[src/cisd_params.svh]
// Constants for the compact instruction expander: field positions, opcodes and encodings
`ifndef CISD_PARAMS_SVH
`define CISD_PARAMS_SVH

// Compact instruction field positions
`define CISD_TOP_MSB                 15
`define CISD_TOP_LSB                 13
`define CISD_OP_MSB                  12
`define CISD_OP_LSB                  11
`define CISD_AMT_MSB                 10
`define CISD_AMT_LSB                 6
`define CISD_SRC_MSB                 5
`define CISD_SRC_LSB                 3
`define CISD_DST_MSB                 2
`define CISD_DST_LSB                 0
`define CISD_IMM_BIT                 10
`define CISD_SUB_BIT                 9
`define CISD_RN_MSB                  8
`define CISD_RN_LSB                  6

// Top-field and opcode values
`define CISD_TOP_SHIFT               3'h0
`define CISD_OP_SHIFT_LEFT_LOGICAL   2'h0
`define CISD_OP_SHIFT_RIGHT_LOGICAL  2'h1
`define CISD_OP_SHIFT_RIGHT_ARITH    2'h2
`define CISD_OP_ADDSUB               2'h3

// Full-set encoding pieces: always condition, S bit set
`define CISD_COND_AL                 4'hE
`define CISD_DP_MOV                  4'hD
`define CISD_DP_ADD                  4'h4
`define CISD_DP_SUB                  4'h2
`define CISD_SH_SHIFT_LEFT_LOGICAL   2'h0
`define CISD_SH_SHIFT_RIGHT_LOGICAL  2'h1
`define CISD_SH_SHIFT_RIGHT_ARITH    2'h2

// Reset value of the expanded word: a plain no-op move
`define CISD_NOP_WORD                32'hE1A00000

`endif

[src/cisd_pkg.sv]
// Types shared by the compact instruction expander
package cisd_pkg;

    // Decoded compact format class
    typedef enum logic [1:0] {
        CISD_FMT_SHIFT,
        CISD_FMT_ADDSUB,
        CISD_FMT_OTHER
    } cisd_fmt_e;

    // Register number in the full set
    typedef logic [3:0] cisd_reg_t;

endpackage

[src/cisd_decoder.sv]
// Compact instruction expander for the shift and add/subtract formats
`timescale 1ns/1ps
`include "cisd_params.svh"

// What this block does
// (RQ1) Expand 16-bit compact words into 32-bit instructions
// (RQ2) Opcode 00 shifts source left by immediate
// (RQ3) Opcode 01 logical right shift by immediate
// (RQ4) Opcode 10 arithmetic right shift, sign kept
// (RQ5) Shift format reaches low registers only
// (RQ6) Shift format always updates condition flags
// (RQ7) Same cycles as the full-set equivalent
// (RQ8) Flag update per mnemonic, not for branches/memory
// (RQ9) Add keeps flags in formats 5, 12, 13
// (RQ10) Move keeps flags in high-register format
// (RQ11) Add/subtract low register or 3-bit immediate
// (RQ12) Immediate bit selects operand; opcode bit selects sub
// (RQ13) Low registers 0-7, high registers 8-15
// (RQ14) Shifts: carry gets last bit out, overflow kept
// (RQ15) Opcode 11 goes to the add/subtract decoder
module cisd_decoder
    import cisd_pkg::*;
(
    // Clock and reset
    input  wire logic        clk,
    input  wire logic        nrst,
    // Compact instruction from fetch
    input  wire logic        cmp_valid,
    input  wire logic [15:0] cmp_instr,
    // Expanded instruction to execute
    output logic             exp_valid,
    output logic [31:0]      exp_instr,
    output logic             exp_sets_flags,
    output logic             exp_shift_carry,
    output logic             exp_keep_carry,
    output logic             exp_keep_ovf,
    output logic             exp_known
);

    // Field extraction from the compact word; every field is read every cycle
    // and only qualified later by the request valid
    wire [2:0]       top_f             = cmp_instr[`CISD_TOP_MSB:`CISD_TOP_LSB];    // Format group
    wire [1:0]       op_f              = cmp_instr[`CISD_OP_MSB:`CISD_OP_LSB];      // Shift kind, or 11
    wire [4:0]       shift_amount_imm  = cmp_instr[`CISD_AMT_MSB:`CISD_AMT_LSB];    // Shift distance
    wire [2:0]       small_add_imm     = cmp_instr[`CISD_RN_MSB:`CISD_RN_LSB];      // Immediate operand
    wire [2:0]       rn_f              = cmp_instr[`CISD_RN_MSB:`CISD_RN_LSB];      // Second register operand
    wire             imm_sel           = cmp_instr[`CISD_IMM_BIT];                  // Immediate, not register
    wire             sub_sel           = cmp_instr[`CISD_SUB_BIT];                  // Subtract, not add

    // Low-register fields widened with a zero top bit, so 8-15 cannot be named.
    // The compact fields hold only three bits; the zero top bit is what keeps
    // the high register group out of reach of these formats.
    wire cisd_reg_t  src_low_reg       = {1'b0, cmp_instr[`CISD_SRC_MSB:`CISD_SRC_LSB]};   // [RQ5] [RQ13]
    wire cisd_reg_t  dst_low_reg       = {1'b0, cmp_instr[`CISD_DST_MSB:`CISD_DST_LSB]};   // [RQ5] [RQ13]
    wire cisd_reg_t  rn_low_reg        = {1'b0, rn_f};                                     // [RQ13]

    // Format class; opcode 11 in the shift position falls through to
    // add/subtract, because both formats share the same top field
    wire             in_group0         = (top_f == `CISD_TOP_SHIFT);                // Shift or add/subtract
    wire             is_addsub         = in_group0 && (op_f == `CISD_OP_ADDSUB);    // [RQ15]
    wire             is_shift          = in_group0 && !is_addsub;                   // [RQ2] [RQ3] [RQ4]
    wire cisd_fmt_e  fmt               = is_shift ? CISD_FMT_SHIFT :
                                         (is_addsub ? CISD_FMT_ADDSUB : CISD_FMT_OTHER);

    // Shifter type field of the full-set move, one code per compact opcode
    wire [1:0]       sh_type           =
        (op_f == `CISD_OP_SHIFT_LEFT_LOGICAL)  ? `CISD_SH_SHIFT_LEFT_LOGICAL  :    // [RQ2]
        (op_f == `CISD_OP_SHIFT_RIGHT_LOGICAL) ? `CISD_SH_SHIFT_RIGHT_LOGICAL :    // [RQ3]
                                                 `CISD_SH_SHIFT_RIGHT_ARITH;       // [RQ4]

    // Carry handling for execute. A left shift by zero is a plain move and
    // keeps carry. Right shifts with a zero field mean a distance of 32, so
    // bit 31 still leaves the register and becomes the carry.
    wire             zero_amt          = (shift_amount_imm == 5'h00);               // Zero distance field
    wire             keep_c            = is_shift && zero_amt &&
                                         (op_f == `CISD_OP_SHIFT_LEFT_LOGICAL);     // [RQ14]
    wire             carry_out         = is_shift && !keep_c;                       // [RQ14]

    // Move-with-flags, shifted by immediate: destination = source shifted.
    // The S bit is always set, as for the flag-setting full-set move.
    wire [31:0]      shift_word        = {`CISD_COND_AL, 2'h0, 1'b0, `CISD_DP_MOV, 1'b1,
                                          4'h0, dst_low_reg, shift_amount_imm, sh_type,
                                          1'b0, src_low_reg};                       // [RQ2] [RQ3] [RQ4] [RQ6] [RQ10]

    // Add/subtract with flags; the immediate form carries the 3-bit value
    wire [3:0]       dp_op             = sub_sel ? `CISD_DP_SUB : `CISD_DP_ADD;     // [RQ12]
    wire [11:0]      op2_field         = imm_sel ? {9'h000, small_add_imm}
                                                 : {8'h00, rn_low_reg};             // [RQ11] [RQ12]
    wire [31:0]      addsub_word       = {`CISD_COND_AL, 2'h0, imm_sel, dp_op, 1'b1,
                                          src_low_reg, dst_low_reg, op2_field};     // [RQ11] [RQ9]

    // Next values of the output registers. Other formats pass a no-op and
    // are reported unknown, so execute never acts on a half-built word.
    // Both decoded formats always update the condition flags.
    wire [31:0]      exp_instr_d       = (fmt == CISD_FMT_SHIFT)  ? shift_word  :
                                         (fmt == CISD_FMT_ADDSUB) ? addsub_word :
                                                                    `CISD_NOP_WORD; // [RQ1]
    wire             exp_valid_d       = cmp_valid;                                 // [RQ7]
    wire             exp_known_d       = cmp_valid && (fmt != CISD_FMT_OTHER);      // Decoded here
    wire             exp_sets_flags_d  = cmp_valid && (is_shift || is_addsub);      // [RQ6] [RQ8] [RQ9] [RQ10]
    wire             exp_shift_carry_d = cmp_valid && carry_out;                    // [RQ14]
    wire             exp_keep_carry_d  = cmp_valid && keep_c;                       // [RQ14]
    wire             exp_keep_ovf_d    = cmp_valid && is_shift;                     // [RQ14]

    // Output registers; every output leaves straight from one of these.
    // One register stage only, one expanded word per compact word, and no
    // stall, so execution cycles are those of the full-set word.
    logic            exp_valid_q;        // Word expanded last cycle
    logic [31:0]     exp_instr_q;        // Expanded full-set word
    logic            exp_sets_flags_q;   // Word updates condition flags
    logic            exp_shift_carry_q;  // Carry takes the last bit out
    logic            exp_keep_carry_q;   // Carry left as it was
    logic            exp_keep_ovf_q;     // Overflow left as it was
    logic            exp_known_q;        // Word was a decoded format

    // Valid bit: one answer per compact word, one cycle later
    // No back-pressure exists, so it simply follows the request
    always_ff @(posedge clk or negedge nrst)
    begin
        if (!nrst)
        begin
            exp_valid_q <= 1'b0;                        // Nothing pending
        end
        else
        begin
            exp_valid_q <= exp_valid_d;                 // [RQ7]
        end
    end

    // Expanded word; loaded every cycle, qualified by the valid bit
    // Reset shows a harmless no-op rather than an all-zero word
    always_ff @(posedge clk or negedge nrst)
    begin
        if (!nrst)
        begin
            exp_instr_q <= `CISD_NOP_WORD;              // Safe no-op
        end
        else
        begin
            exp_instr_q <= exp_instr_d;                 // [RQ1]
        end
    end

    // Flag-update record for execute
    // Low whenever no valid word was taken
    always_ff @(posedge clk or negedge nrst)
    begin
        if (!nrst)
        begin
            exp_sets_flags_q <= 1'b0;                   // No update
        end
        else
        begin
            exp_sets_flags_q <= exp_sets_flags_d;       // [RQ6] [RQ8]
        end
    end

    // Carry from the last bit shifted out
    // Set for every shift except a left shift by zero
    always_ff @(posedge clk or negedge nrst)
    begin
        if (!nrst)
        begin
            exp_shift_carry_q <= 1'b0;                  // No shift
        end
        else
        begin
            exp_shift_carry_q <= exp_shift_carry_d;     // [RQ14]
        end
    end

    // Carry kept: left shift by zero moves the value unchanged
    // Exclusive with the shifted-carry flag for shift words
    always_ff @(posedge clk or negedge nrst)
    begin
        if (!nrst)
        begin
            exp_keep_carry_q <= 1'b0;                   // No shift
        end
        else
        begin
            exp_keep_carry_q <= exp_keep_carry_d;       // [RQ14]
        end
    end

    // Overflow kept: shifts never touch the overflow flag
    // Add/subtract words leave overflow to the adder
    always_ff @(posedge clk or negedge nrst)
    begin
        if (!nrst)
        begin
            exp_keep_ovf_q <= 1'b0;                     // No shift
        end
        else
        begin
            exp_keep_ovf_q <= exp_keep_ovf_d;           // [RQ14]
        end
    end

    // Known bit: word was one of the formats built here
    // Other formats arrive as a no-op with this bit low
    always_ff @(posedge clk or negedge nrst)
    begin
        if (!nrst)
        begin
            exp_known_q <= 1'b0;                        // Nothing decoded
        end
        else
        begin
            exp_known_q <= exp_known_d;                 // [RQ1]
        end
    end

    // Outputs driven straight from the registers
    assign exp_valid       = exp_valid_q;
    assign exp_instr       = exp_instr_q;
    assign exp_sets_flags  = exp_sets_flags_q;
    assign exp_shift_carry = exp_shift_carry_q;
    assign exp_keep_carry  = exp_keep_carry_q;
    assign exp_keep_ovf    = exp_keep_ovf_q;
    assign exp_known       = exp_known_q;

endmodule

[config.mk]
export PLATFORM = sky130hd
export DESIGN_NAME = cisd_decoder
export DESIGN_NICKNAME = d
export VERILOG_FILES = /design/src/cisd_pkg.sv /design/src/cisd_decoder.sv
export VERILOG_INCLUDE_DIRS = /design/src
export SDC_FILE = /design/constraint.sdc
export NUM_CORES = 1
export LEC_CHECK = 0
export BUFFER_PORTS_ARGS = -buffer_cell sky130_fd_sc_hd__buf_2
export CAP_MARGIN = 15
export CORE_MARGIN = 4
export CORE_UTILIZATION = 46
export CTS_BUF_LIST = sky130_fd_sc_hd__clkbuf_4 sky130_fd_sc_hd__clkbuf_8 sky130_fd_sc_hd__clkbuf_16
export CTS_CLUSTER_DIAMETER = 100
export DETAILED_ROUTE_END_ITERATION = 10
export PLACE_DENSITY = 0.84
export SLEW_MARGIN = 30
export SYNTH_ARGS = -nofsm -noshare
export SYNTH_HDL_FRONTEND = slang
export SYNTH_SLANG_ARGS = --single-unit
export TNS_END_PERCENT = 10
[constraint.sdc]
create_clock -name clk -period 1.2 [get_ports clk]
set_input_delay 0.06 -clock clk [delete_from_list [all_inputs] [get_ports clk]]
set_output_delay 0.06 -clock clk [all_outputs]
set_load 0.03 [all_outputs]
After elaboration in Yosys (flattened, before gate mapping) --
Index checks and enable logic that the tools add are counted.
Operators by class: equality and inequality tests 4, mux-type cells 7, reduce and logical (&&, ||, !) cells 17
Operators by type and width (count):
- $mux 26 | 2
- $logic_and 1x1->1 | 10
- $mux 2 | 4
- $logic_not 5->1 | 1
- $eq 2x1->1 const B | 2
- $logic_not 2->1 | 2
- $logic_not 3->1 | 1
- $mux 3 | 1
- $eq 2x2->1 const B | 1
- $logic_not 1->1 | 2
- $ne 2x2->1 const B | 1
- $logic_or 1x1->1 | 1
Word-level totals: flip-flop bits (word level) 36, input bits 19, logic and storage cells 35

Logic depth before layout (Yosys ltp) --
Gate-level depths: netlist of run 1.
depth in word-level cells 9, depth in mapped cells 4, gate-level depth less buffers 3

Worst setup path after synthesis of run 1 --
OpenSTA, ideal clock, no wires.
path kind input to register, from in cmp_instr[15], to reg exp_keep_carry_q (netlist: exp_keep_carry), setup time 67 ps, arrival 798 ps, data required time 1133 ps, setup slack 335 ps, cell stages on the path 2, cell sequence or4b_4 -> and3b_1
Between the ends: word-level cells in the longest chain between the ends 7
RTL lines:
- start, declared | RTL line cisd_decoder.sv:29 | input wire logic [15:0] cmp_instr,
- $logic_not 3->1 (no line) (*)
- $logic_and 1x1->1 | RTL line cisd_decoder.sv:60 | wire is_addsub = in_group0 && (op_f == `CISD_OP_ADDSUB);
- $logic_not 1->1 | RTL line cisd_decoder.sv:61 | wire is_shift = in_group0 && !is_addsub;
- $logic_and 1x1->1 (*) | RTL line cisd_decoder.sv:61
- $logic_and 1x1->1 (*) (2 in a row) | RTL line cisd_decoder.sv:75 | wire keep_c = is_shift && zero_amt &&
- $logic_and 1x1->1 (*) | RTL line cisd_decoder.sv:102 | wire exp_keep_carry_d = cmp_valid && keep_c;
- net exp_keep_carry_d | RTL line cisd_decoder.sv:102
- end signal, assigned | RTL line cisd_decoder.sv:182 | exp_keep_carry_q <= exp_keep_carry_d;
- end, declared | RTL line cisd_decoder.sv:112 | logic exp_keep_carry_q;
Mark *: on every way through the listed nets, which the timed path passes. The rest lies on a longest branch.

Final worst setup path of run 1 --
from in cmp_valid, to reg exp_keep_carry_q (netlist: exp_keep_carry)
Between the ends: word-level cells in the longest chain between the ends 1
RTL lines:
- start, declared | RTL line cisd_decoder.sv:28 | input wire logic cmp_valid,
- $logic_and 1x1->1 | RTL line cisd_decoder.sv:102
- net exp_keep_carry_d | RTL line cisd_decoder.sv:102
The timed path passes the listed nets, and every way through them passes these cells.

==> results of run 1 <==
[how the worst min path moves through the flow]
stage / start / endpoint
finish: cmp_instr[6] / exp_instr[0]
global route: cmp_instr[6] / exp_instr[0]
CTS: cmp_instr[6] / exp_instr[0]
detailed placement: nrst / exp_shift_carry
global placement: nrst / exp_instr[25]
floorplan: nrst / exp_instr[0]
[per-layer routing]
metal  global-route usage (%)  up-vias  share of wire [%]
met5                        0        -                  0
met4                    9.717        0                2.1
met3                    1.609        4                8.6
met2                    24.21       38                 52
met1                    19.58      356                 37
li1                         -      345                  -
[logic make-up (layout without fill, tap and decap cells)]
group | Yosys count | in the layout
buffers and inverters | 18 | 61
AND/OR/NAND/NOR | 28 | 28
flip-flops | 26 | 26
AO/OA/AOI/OAI | 7 | 7
other | 2 | 10
[repair_timing]
item                                    4_1_cts  5_1_grt
setup buffers                                 0        0
endpoints found under the setup margin        0        0
resized for setup                             0        0
endpoints found under the hold margin        31        1
hold buffers                                  8        1
[stage by stage]
step	utilization, %	cells	worst slack (ns)	power [mW]
after floorplan	-	89	0.3346	1.073
after global placement	59.03	146	0.2162	1.115
after detailed placement	59.03	146	0.1948	1.119
after CTS	64.79	158	0.08553	1.560
after global routing	65.28	159	0.04762	1.623
final	65.28	159	0.07837	1.560
[sequential cells by signal, summed over array words and instances, names as in the netlist]
name,count
exp_keep_ovf,1
exp_keep_carry,1
exp_known,1
exp_valid,1
exp_shift_carry,1
exp_instr,21
[cell type report]
| class | instances | share of cell area (%) |
|---|---|---|
| sequential | 26 | 49.48 |
| timing repair buffer | 55 | 24.27 |
| multi-input combinational | 45 | 20.28 |
| clock buffer | 4 | 2.749 |
| inverter | 2 | 0.6635 |
| tap | 27 | 2.559 |
[power groups by stage]
stage	registers, mW	clock network (mW)	logic [mW]
final	0.899	0.432	0.229
after global routing	0.901	0.473	0.249
after CTS	0.899	0.436	0.225
after detailed placement	0.916	0	0.204
after global placement	0.915	0	0.200
after floorplan	0.955	0	0.118
[placed cells by master (no fill, tap or decap)]
cell / netlist / final
sky130_fd_sc_hd__buf_2: 2 / 46
sky130_fd_sc_hd__dfrtp_1: 24 / 24
sky130_fd_sc_hd__and3_1: 11 / 11
sky130_fd_sc_hd__conb_1: 2 / 10
sky130_fd_sc_hd__dlygate4sd3_1: 0 / 9
sky130_fd_sc_hd__and2_1: 4 / 4
sky130_fd_sc_hd__nand3_1: 4 / 4
sky130_fd_sc_hd__a21bo_2: 3 / 3
sky130_fd_sc_hd__a21oi_1: 3 / 3
sky130_fd_sc_hd__clkbuf_4: 0 / 3
sky130_fd_sc_hd__nand2_1: 2 / 2
sky130_fd_sc_hd__dfstp_2: 2 / 2
sky130_fd_sc_hd__or3_4: 1 / 1
sky130_fd_sc_hd__clkinv_2: 1 / 1
sky130_fd_sc_hd__nor3b_1: 1 / 1
sky130_fd_sc_hd__or4b_4: 1 / 1
sky130_fd_sc_hd__inv_1: 1 / 1
sky130_fd_sc_hd__nor4_1: 1 / 1
sky130_fd_sc_hd__nor3_1: 1 / 1
sky130_fd_sc_hd__a211oi_1: 1 / 1
sky130_fd_sc_hd__and3b_1: 1 / 1
sky130_fd_sc_hd__nor2_1: 1 / 1
sky130_fd_sc_hd__clkbuf_8: 0 / 1
[cells in the mapped netlist]
cell type | count | area (um^2)
sky130_fd_sc_hd__nor2_1 | 1 | 3.750
sky130_fd_sc_hd__nor3b_1 | 1 | 7.510
sky130_fd_sc_hd__clkbuf_1 | 1 | 3.750
sky130_fd_sc_hd__a21bo_2 | 3 | 30.03
sky130_fd_sc_hd__a211oi_1 | 1 | 7.510
sky130_fd_sc_hd__conb_1 | 2 | 7.510
sky130_fd_sc_hd__clkinv_2 | 1 | 5.000
sky130_fd_sc_hd__nand2_1 | 2 | 7.510
sky130_fd_sc_hd__dfrtp_1 | 24 | 600.6
sky130_fd_sc_hd__nor4_1 | 1 | 6.260
sky130_fd_sc_hd__and3_1 | 11 | 68.82
sky130_fd_sc_hd__buf_2 | 2 | 10.01
sky130_fd_sc_hd__dfstp_2 | 2 | 52.55
sky130_fd_sc_hd__or3_4 | 1 | 11.26
sky130_fd_sc_hd__a21oi_1 | 3 | 15.01
sky130_fd_sc_hd__and3b_1 | 1 | 8.760
sky130_fd_sc_hd__nand3_1 | 4 | 20.02
sky130_fd_sc_hd__or4b_4 | 1 | 13.76
sky130_fd_sc_hd__buf_4 | 12 | 90.09
sky130_fd_sc_hd__inv_1 | 1 | 3.750
sky130_fd_sc_hd__buf_6 | 1 | 11.26
sky130_fd_sc_hd__nor3_1 | 1 | 5.000
sky130_fd_sc_hd__and2_1 | 4 | 25.02
[worst max-delay path: stages]
cell and delay (ns):
sky130_fd_sc_hd__dlygate4sd3_1 0.53, sky130_fd_sc_hd__buf_2 0.11, sky130_fd_sc_hd__or4b_4 0.47, sky130_fd_sc_hd__and3b_1 0.22
==> impl_metrics.sql, run 1 <==
INSERT INTO impl_metrics (metric_group, metric, value, unit) VALUES
('outcome', 'status', 'completed', ''),
('worst_setup_path', 'setup.worst_path.end', 'exp_keep_carry', ''),
('worst_setup_path', 'critPathLaunchType', 'input pin', ''),
('sta', 'final_worst_path_cycle_share', '93.47', '%'),
('sta', 'rsz0062_at_grt', 'no', ''),
('placed_design', 'finalWeightedCongestion', '0.7412', ''),
('global_routing', 'antenna_found_initial', '0', ''),
('clock_tree', 'cts_tree', 'built', ''),
('synthesis', 'synthSimpleGateAreaFrac', '17.51', '%'),
('final_layout', 'drive_above_1_share', '43.94', '%'),
('worst_setup_path', 'critical_path.startpoint', 'cmp_valid', ''),
('placed_design', 'io_buffers', '46', ''),
('die', 'fp.dieH', '54.97', 'um'),
('drt', 'final_antenna_net_count', '0', ''),
('final_layout', 'fill_cells', '164', ''),
('sta', 'minimum_clock_period_after_layout', '1.122', 'ns'),
('pwr', 'sw_frac_of_total', '26.01', '%'),
('clock_tree', 'clockRootBuffer', 'sky130_fd_sc_hd__clkbuf_4', ''),
('hold_path', 'worst_hold_path_type', 'input pin to register', ''),
('drt', 'post_drt_via_cell_ratio', '4.673', ''),
('final_layout', 'final_cell_area', '0.001320', 'mm^2'),
('drt', 'drc', '0', ''),
('clock_tree', 'clock_pin_transition_on_the_worst_setup_and_hold_timing_paths', '0.13', 'ns'),
('pwr', 'ir_drop', '0.5710', 'mV'),
('synthesis', 'ys_ff_latch', '26', ''),
('clock_tree', 'clockBufferDepth', '2', ''),
('clock_tree', 'tritoncts.num_buffers', '3', ''),
('synthesis', 'synth_xor_xnor_area_share', '0', '%'),
('clock_tree', 'numClockSinks', '26', ''),
('worst_setup_path', 'path_max_fanout', '4', ''),
('pwr', 'p_clk_share', '27.7', '%'),
('die', 'die-area', '0.003021', 'mm^2'),
('worst_setup_path', 'setup.worst_path.end_class', 'register', ''),
('synthesis', 'synth_sequential_area_ratio', '64.36', '%'),
('final_layout', 'area.sequential', '653.1', 'um^2'),
('die', 'start_util', '50.19', '%'),
('die', 'core_region_area', '0.002022', 'mm^2'),
('worst_setup_path', 'setup.worst_path.class', 'input pin to register', ''),
('global_routing', 'gr-total-overflow', '0', ''),
('synthesis', 'synth.avg_cell_area', '12.53', 'um^2'),
('drt', 'detail_route.first_pass.iterations', '4', ''),
('sta', 'final-setup-viol-count', '0', ''),
('synthesis', 'post_synth_fa_ha_maj_area_fraction', '0', '%'),
('pwr', 'power_report.internal_total', '1.154', 'mW'),
('final_layout', 'syn_to_final_growth', '30.09', '%'),
('synthesis', 'mappedNetlistArea', '0.001015', 'mm^2'),
('die', 'fp.dieW', '54.97', 'um'),
('sta', 'whs', '0.002945', 'ns'),
('pwr', 'seq_power_share', '57.6', '%'),
('sta', 'setup-tns-final', '0', 'ns'),
('die', 'rows', '16', ''),
('drt', 'avgRoutedWirePerCell', '13.38', 'um'),
('worst_setup_path', 'timing.critical_path.arrival', '1.39', 'ns'),
('global_routing', 'largest_net_degree_at_the_start_of_global_routing', '27', ''),
('synthesis', 'count_of_yosys_warnings_during_synthesis', '0', ''),
('placed_design', 'placed_standard_cell_area', '0.001194', 'mm^2'),
('pwr', 'p_switching', '405.8', 'uW'),
('hold_path', 'number_of_instances_on_the_worst_hold_path', '3', ''),
('synthesis', 'main_combinational_cell_family_by_area_after_synthesis', 'simple AND/OR/NAND/NOR gates', ''),
('synthesis', 'synth_mux_area_share', '0', '%'),
('run', 'drv_cap', '0', ''),
('final_layout', 'finish.net_count', '152', ''),
('pwr', 'share_comb_of_total_power', '14.6', '%'),
('global_routing', 'number_of_global_route_vias_before_repair', '659', ''),
('synthesis', 'post_synth_cell_types', '23', ''),
('worst_setup_path', 'critPathRequiredTime', '1.47', 'ns'),
('drt', 'initialDrtViolationCount', '9', ''),
('sta', 'relSlewSlack', '62.63', '%'),
('clock_tree', 'cts_htree_levels', '1', ''),
('drt', 'route.final.wire_length', '2128', 'um'),
('synthesis', 'postSynthCellCount', '81', ''),
('synthesis', 'synth_compound_area_share', '5.179', '%'),
('final_layout', 'antenna_cells_inserted', '0', ''),
('pwr', 'p_leak', '0.7930', 'nW'),
('pwr', 'power.density', '1182', 'mW/mm^2'),
('global_routing', 'global_route_wire_length_before_repair', '3174', 'um'),
('sta', 'max_slew.worst_pin.slew', '0.5605', 'ns'),
('final_layout', 'multi_input_combinational_cell_area', '267.8', 'um^2'),
('global_routing', 'grtUsageTotal', '15.16', '%'),
('die', 'design.portCount', '57', ''),
('sta', 'drv_slew', '0', ''),
('drt', 'num_vias', '743', ''),
('sta', 'fmaxAchievable', '891.6', 'MHz'),
('sta', 'timing.final.hold_violations', '0', '');
Note: power is estimated with default switching activity, not from simulation.
==> run 2, diff against run 1 <==
--- a/config.mk
+++ b/config.mk
@@ -13,7 +13,7 @@
 export CTS_BUF_LIST = sky130_fd_sc_hd__clkbuf_4 sky130_fd_sc_hd__clkbuf_8 sky130_fd_sc_hd__clkbuf_16
 export CTS_CLUSTER_DIAMETER = 100
 export DETAILED_ROUTE_END_ITERATION = 10
-export PLACE_DENSITY = 0.84
+export PLACE_DENSITY = 0.83
 export SLEW_MARGIN = 30
 export SYNTH_ARGS = -nofsm -noshare
 export SYNTH_HDL_FRONTEND = slang
==> impl_metrics.sql, run 2 (synthesis gave the netlist of run 1 again) <==
INSERT INTO impl_metrics (metric_group, metric, value, unit) VALUES
('global_routing', 'antenna_found_initial', '0', ''),
('final_layout', 'layout.cells.most_common_list', 'sky130_fd_sc_hd__buf_2 (46), sky130_fd_sc_hd__dfrtp_1 (24), sky130_fd_sc_hd__and3_1 (11)', ''),
('pwr', 'share_comb_of_total_power', '14.8', '%'),
('global_routing', 'largest_net_degree_at_the_start_of_global_routing', '27', ''),
('final_layout', 'syn_to_final_growth', '30.09', '%'),
('pwr', 'sw_frac_of_total', '25.16', '%'),
('clock_tree', 'numClockSinks', '26', ''),
('final_layout', 'finish.net_count', '152', ''),
('die', 'start_util', '50.19', '%'),
('die', 'design.portCount', '57', ''),
('pwr', 'p_switching', '387.8', 'uW'),
('placed_design', 'place_hpwl', '1533', 'um'),
('pwr', 'seq_power_share', '58.3', '%'),
('sta', 'whs', '0.02209', 'ns'),
('sta', 'rsz0062_at_grt', 'no', ''),
('sta', 'drv_slew', '0', ''),
('final_layout', 'fill_cells', '148', ''),
('clock_tree', 'clock_pin_transition_on_the_worst_setup_and_hold_timing_paths', '0.13', 'ns'),
('worst_setup_path', 'setup.worst_path.class', 'input pin to register', ''),
('global_routing', 'grtUsageTotal', '14.50', '%'),
('run', 'drv_cap', '0', ''),
('hold_path', 'worst_hold_path_type', 'input pin to register', ''),
('drt', 'detail_route.first_pass.iterations', '4', ''),
('final_layout', 'final_cell_area', '0.001320', 'mm^2'),
('final_layout', 'final-instance-count-excl-fill', '159', ''),
('sta', 'relSlewSlack', '63.33', '%'),
('sta', 'fmaxAchievable', '887.6', 'MHz'),
('pwr', 'power_report.internal_total', '1.154', 'mW'),
('pwr', 'p_leak', '0.7930', 'nW'),
('die', 'core_region_area', '0.002022', 'mm^2'),
('final_layout', 'multi_input_combinational_cell_area', '267.8', 'um^2'),
('final_layout', 'largest_register_ff_count', '21', ''),
('sta', 'max_slew.worst_pin.slew', '0.5500', 'ns'),
('sta', 'minimum_clock_period_after_layout', '1.127', 'ns'),
('drt', 'final_antenna_net_count', '0', ''),
('worst_setup_path', 'critical_path.startpoint', 'cmp_instr[9]', ''),
('final_layout', 'mostFrequentLayoutCell', 'sky130_fd_sc_hd__buf_2', ''),
('pwr', 'p_total', '1.541', 'mW'),
('placed_design', 'io_buffers', '46', ''),
('drt', 'avgRoutedWirePerCell', '13.23', 'um'),
('global_routing', 'number_of_global_route_vias_before_repair', '696', ''),
('placed_design', 'finalWeightedCongestion', '0.7331', ''),
('clock_tree', 'tritoncts.num_buffers', '3', ''),
('outcome', 'status', 'completed', ''),
('placed_design', 'dp.cells', '146', ''),
('clock_tree', 'cts_resized', '0', ''),
('pwr', 'ir_drop', '0.6975', 'mV'),
('placed_design', 'placed_standard_cell_area', '0.001194', 'mm^2'),
('sta', 'final_worst_path_cycle_share', '93.89', '%'),
('final_layout', 'post-route-util', '65.28', '%'),
('sta', 'worst_slack', '0.07336', 'ns'),
('clock_tree', 'cts_htree_levels', '1', ''),
('final_layout', 'drive_above_1_share', '43.94', '%'),
('pwr', 'power.density', '1168', 'mW/mm^2'),
('global_routing', 'global_route_wire_length_before_repair', '3118', 'um'),
('worst_setup_path', 'setup.worst_path.end', 'exp_keep_carry', ''),
('worst_setup_path', 'timing.critical_path.arrival', '1.38', 'ns'),
('final_layout', 'area.sequential', '653.1', 'um^2'),
('drt', 'detailroute.wirelength.met3', '253', 'um'),
('worst_setup_path', 'critPathRequiredTime', '1.45', 'ns'),
('drt', 'initialDrtViolationCount', '30', ''),
('worst_setup_path', 'critPathLaunchType', 'input pin', ''),
('drt', 'route.final.wire_length', '2104', 'um'),
('final_layout', 'antenna_cells_inserted', '0', ''),
('placed_design', 'dpl_worst_slack', '0.2038', 'ns'),
('sta', 'final-setup-viol-count', '0', ''),
('drt', 'num_vias', '735', ''),
('global_routing', 'gr-total-overflow', '0', ''),
('clock_tree', 'clockBufferDepth', '2', ''),
('pwr', 'p_clk_share', '26.9', '%'),
('clock_tree', 'cts_tree', 'built', ''),
('die', 'rows', '16', ''),
('die', 'fp.dieW', '54.97', 'um'),
('drt', 'wire_length_on_met2', '1047', 'um'),
('drt', 'post_drt_via_cell_ratio', '4.623', ''),
('worst_setup_path', 'path_max_fanout', '4', ''),
('drt', 'drc', '0', ''),
('sta', 'timing.final.hold_violations', '0', ''),
('clock_tree', 'clockRootBuffer', 'sky130_fd_sc_hd__clkbuf_4', ''),
('die', 'fp.dieH', '54.97', 'um'),
('die', 'die-area', '0.003021', 'mm^2'),
('sta', 'setup-tns-final', '0', 'ns'),
('drt', 'topRoutingLayerUsed', 'met4', ''),
('drt', 'wl_met1', '782', 'um'),
('worst_setup_path', 'setup.worst_path.end_class', 'register', '');
[run 2: cell type report]
class | instances | area share [%]
Clock buffer | 4 | 2.749
Inverter | 2 | 0.6635
Multi-Input combinational cell | 45 | 20.28
Sequential cell | 26 | 49.48
Tap cell | 27 | 2.559
Timing Repair Buffer | 55 | 24.27
[run 2: worst min-delay path by stage]
stage                       startpoint             end  slack (ns)  depth (start not counted)
final                     cmp_instr[7]    exp_instr[8]        0.02                          2
after global routing      cmp_instr[6]    exp_instr[7]       0.003                          2
after global placement            nrst  exp_keep_carry        0.06                          1
after CTS                 cmp_instr[5]   exp_instr[18]      0.0006                          2
after floorplan                   nrst    exp_instr[0]       -0.24                          0
after detailed placement          nrst   exp_instr[25]        0.07                          1
[run 2: critical path, stage by stage]
cell                            delay [ns]
sky130_fd_sc_hd__dlygate4sd3_1        0.54
sky130_fd_sc_hd__buf_2                0.15
sky130_fd_sc_hd__nor4_1               0.41
sky130_fd_sc_hd__and3b_1              0.22
[run 2: routing by layer]
layer,track usage (%),vias up
met4,8.907,0
met1,17.05,343
met5,0,-
met3,3.217,2
li1,-,348
met2,24.02,42
[run 2: repair_timing]
action,CTS,global route
buffers inserted,0,0
hold buffers,8,1
endpoints found under the hold margin,31,1
endpoints found under the setup margin,0,0
[run 2: power by group through the flow]
stage / Sequential (mW) / Clock [mW] / Combinational [mW]
finish: 0.899 / 0.414 / 0.228
global placement: 0.915 / 0 / 0.199
floorplan: 0.955 / 0 / 0.118
global route: 0.902 / 0.465 / 0.247
detailed placement: 0.916 / 0 / 0.203
CTS: 0.899 / 0.426 / 0.225
==> run 3, diff against run 2 <==
--- a/config.mk
+++ b/config.mk
@@ -8,7 +8,6 @@
 export LEC_CHECK = 0
 export BUFFER_PORTS_ARGS = -buffer_cell sky130_fd_sc_hd__buf_2
 export CAP_MARGIN = 15
-export CORE_MARGIN = 4
 export CORE_UTILIZATION = 46
 export CTS_BUF_LIST = sky130_fd_sc_hd__clkbuf_4 sky130_fd_sc_hd__clkbuf_8 sky130_fd_sc_hd__clkbuf_16
 export CTS_CLUSTER_DIAMETER = 100
==> impl_metrics.sql, run 3 (synthesis gave the netlist of run 1 again) <==
INSERT INTO impl_metrics (metric_group, metric, value, unit) VALUES
('outcome', 'status', 'completed', ''),
('global_routing', 'global_route_wire_length_before_repair', '3118', 'um'),
('die', 'die-area', '0.002398', 'mm^2'),
('global_routing', 'largest_net_degree_at_the_start_of_global_routing', '27', ''),
('sta', 'minimum_clock_period_after_layout', '1.121', 'ns'),
('worst_setup_path', 'critical-path-max-stage-delay', '0.52', 'ns'),
('clock_tree', 'clock_pin_transition_on_the_worst_setup_and_hold_timing_paths', '0.13', 'ns'),
('drt', 'avgRoutedWirePerCell', '12.16', 'um'),
('placed_design', 'io_buffers', '46', ''),
('hold_path', 'hp-start', 'cmp_instr[10]', ''),
('die', 'fp.dieW', '48.97', 'um'),
('global_routing', 'gr-total-overflow', '0', ''),
('pwr', 'p_total', '1.509', 'mW'),
('global_routing', 'grt.busiest_layer', 'met2', ''),
('final_layout', 'layout.cells.most_common_list', 'sky130_fd_sc_hd__buf_2 (46), sky130_fd_sc_hd__dfrtp_1 (24), sky130_fd_sc_hd__and3_1 (11)', ''),
('sta', 'setup-tns-final', '0', 'ns'),
('pwr', 'power.density', '1149', 'mW/mm^2'),
('worst_setup_path', 'worst_path_dominant_cell_family', 'simple AND/OR/NAND/NOR gates', ''),
('worst_setup_path', 'worstPathCellList', 'dlygate4sd3_1 > buf_2 > or4b_4 > and3b_1', ''),
('placed_design', 'place_hpwl', '1350', 'um'),
('clock_tree', 'clockBufferDepth', '2', ''),
('die', 'start_util', '50.19', '%'),
('drt', 'final_antenna_net_count', '0', ''),
('pwr', 'ir_drop', '0.5845', 'mV'),
('die', 'design.portCount', '57', ''),
('sta', 'max_slew.worst_pin.slew', '0.5386', 'ns'),
('clock_tree', 'cts_htree_levels', '1', ''),
('final_layout', 'syn_to_final_growth', '29.47', '%'),
('drt', 'post_drt_via_cell_ratio', '4.629', ''),
('global_routing', 'number_of_global_route_vias_before_repair', '704', ''),
('pwr', 'p_leak', '0.7904', 'nW'),
('final_layout', 'largest_register_ff_count', '21', ''),
('final_layout', 'mostFrequentLayoutCell', 'sky130_fd_sc_hd__buf_2', ''),
('worst_setup_path', 'critical_path.slowest_cell', 'sky130_fd_sc_hd__dlygate4sd3_1', ''),
('global_routing', 'antenna_found_initial', '0', ''),
('final_layout', 'drive_above_1_share', '43.94', '%'),
('worst_setup_path', 'setup.worst_path.class', 'input pin to register', ''),
('clock_tree', 'clockRootBuffer', 'sky130_fd_sc_hd__clkbuf_4', ''),
('clock_tree', 'numClockSinks', '26', ''),
('die', 'rows', '16', ''),
('sta', 'relSlewSlack', '64.10', '%'),
('worst_setup_path', 'critPathRequiredTime', '1.46', 'ns'),
('worst_setup_path', 'cp.buffers_inverters', '2', ''),
('run', 'drv_cap', '0', ''),
('final_layout', 'fill_cells', '153', ''),
('sta', 'final_worst_path_cycle_share', '93.44', '%'),
('drt', 'initialDrtViolationCount', '16', ''),
('worst_setup_path', 'setup.worst_path.end_class', 'register', ''),
('worst_setup_path', 'path_max_fanout', '4', ''),
('worst_setup_path', 'critPathLaunchType', 'input pin', ''),
('drt', 'num_vias', '736', ''),
('hold_path', 'worst_hold_path_type', 'input pin to register', ''),
('global_routing', 'grt.met1_usage', '21.37', '%'),
('clock_tree', 'post-cts-setup-buffers', '0', ''),
('hold_path', 'holdPathEnd', 'exp_instr[25]', ''),
('clock_tree', 'cts_tree', 'built', ''),
('sta', 'rsz0062_at_grt', 'no', ''),
('drt', 'drc', '0', ''),
('drt', 'detail_route.first_pass.iterations', '4', ''),
('clock_tree', 'tritoncts.num_buffers', '3', ''),
('global_routing', 'grtUsageMet3', '2.492', '%'),
('die', 'fp.dieH', '48.97', 'um'),
('die', 'core_region_area', '0.002022', 'mm^2'),
('final_layout', 'final-instance-count-excl-fill', '159', ''),
('placed_design', 'finalWeightedCongestion', '0.7664', ''),
('sta', 'final-setup-viol-count', '0', ''),
('drt', 'route.final.wire_length', '1933', 'um'),
('final_layout', 'finish.net_count', '152', ''),
('sta', 'fmaxAchievable', '891.9', 'MHz'),
('global_routing', 'global_route.usage.met2', '28.94', '%'),
('sta', 'drv_slew', '0', ''),
('final_layout', 'antenna_cells_inserted', '0', ''),
('placed_design', 'dp.cells', '146', ''),
('sta', 'whs', '0.009570', 'ns'),
('hold_path', 'number_of_instances_on_the_worst_hold_path', '2', ''),
('sta', 'timing.final.hold_violations', '0', ''),
('worst_setup_path', 'timing.critical_path.arrival', '1.38', 'ns'),
('global_routing', 'grtUsageTotal', '17.42', '%');
-- run 3: cell counts in the layout (fill, tap and decap cells not counted) --
No cell type changed its count.
-- run 3: worst max-delay path by stage --
stage / start / to / slack, ns / cells past startpoint
5_1_grt: cmp_valid / exp_keep_carry / 0.06 / 4
2_1_floorplan: cmp_instr[15] / exp_keep_carry / 0.33 / 2
4_1_cts: cmp_valid / exp_keep_carry / 0.09 / 4
3_5_place_dp: cmp_instr[15] / exp_keep_carry / 0.19 / 3
6_report: cmp_valid / exp_keep_carry / 0.08 / 4
3_3_place_gp: cmp_instr[15] / exp_keep_carry / 0.21 / 3
-- run 3: layer usage --
metal	vias up	wire, um
met5	-	0
met4	0	51
met3	4	136
met2	42	967
met1	343	778
li1	347	-
-- run 3: stage by stage --
step	instance area [um^2]	worst slack (ns)	utilization, %
2_1_floorplan	1045	0.3346	-
3_3_place_gp	1194	0.2132	59.03
3_5_place_dp	1194	0.1946	59.03
4_1_cts	1314	0.08597	64.98
5_1_grt	1314	0.06133	64.98
6_report	1314	0.07874	64.98
-- run 3: what timing repair did --
action	in CTS	in global routing
gates resized for setup	0	0
endpoints found under the hold margin	32	0
hold buffers	9	0
-- run 3: power by group --
part | switching, mW | internal, mW
Sequential | 0.00491 | 0.895
Combinational | 0.154 | 0.0738
Clock | 0.230 | 0.152
-- run 3: cell type report --
cell class / instances / area (um^2) / share of cell area (%)
Inverter: 2 / 8.758 / 0.6667
Tap cell: 27 / 33.78 / 2.571
Clock buffer: 4 / 30.03 / 2.286
Multi-Input combinational cell: 45 / 267.8 / 20.38
Sequential cell: 26 / 653.1 / 49.71
Timing Repair Buffer: 55 / 320.3 / 24.38
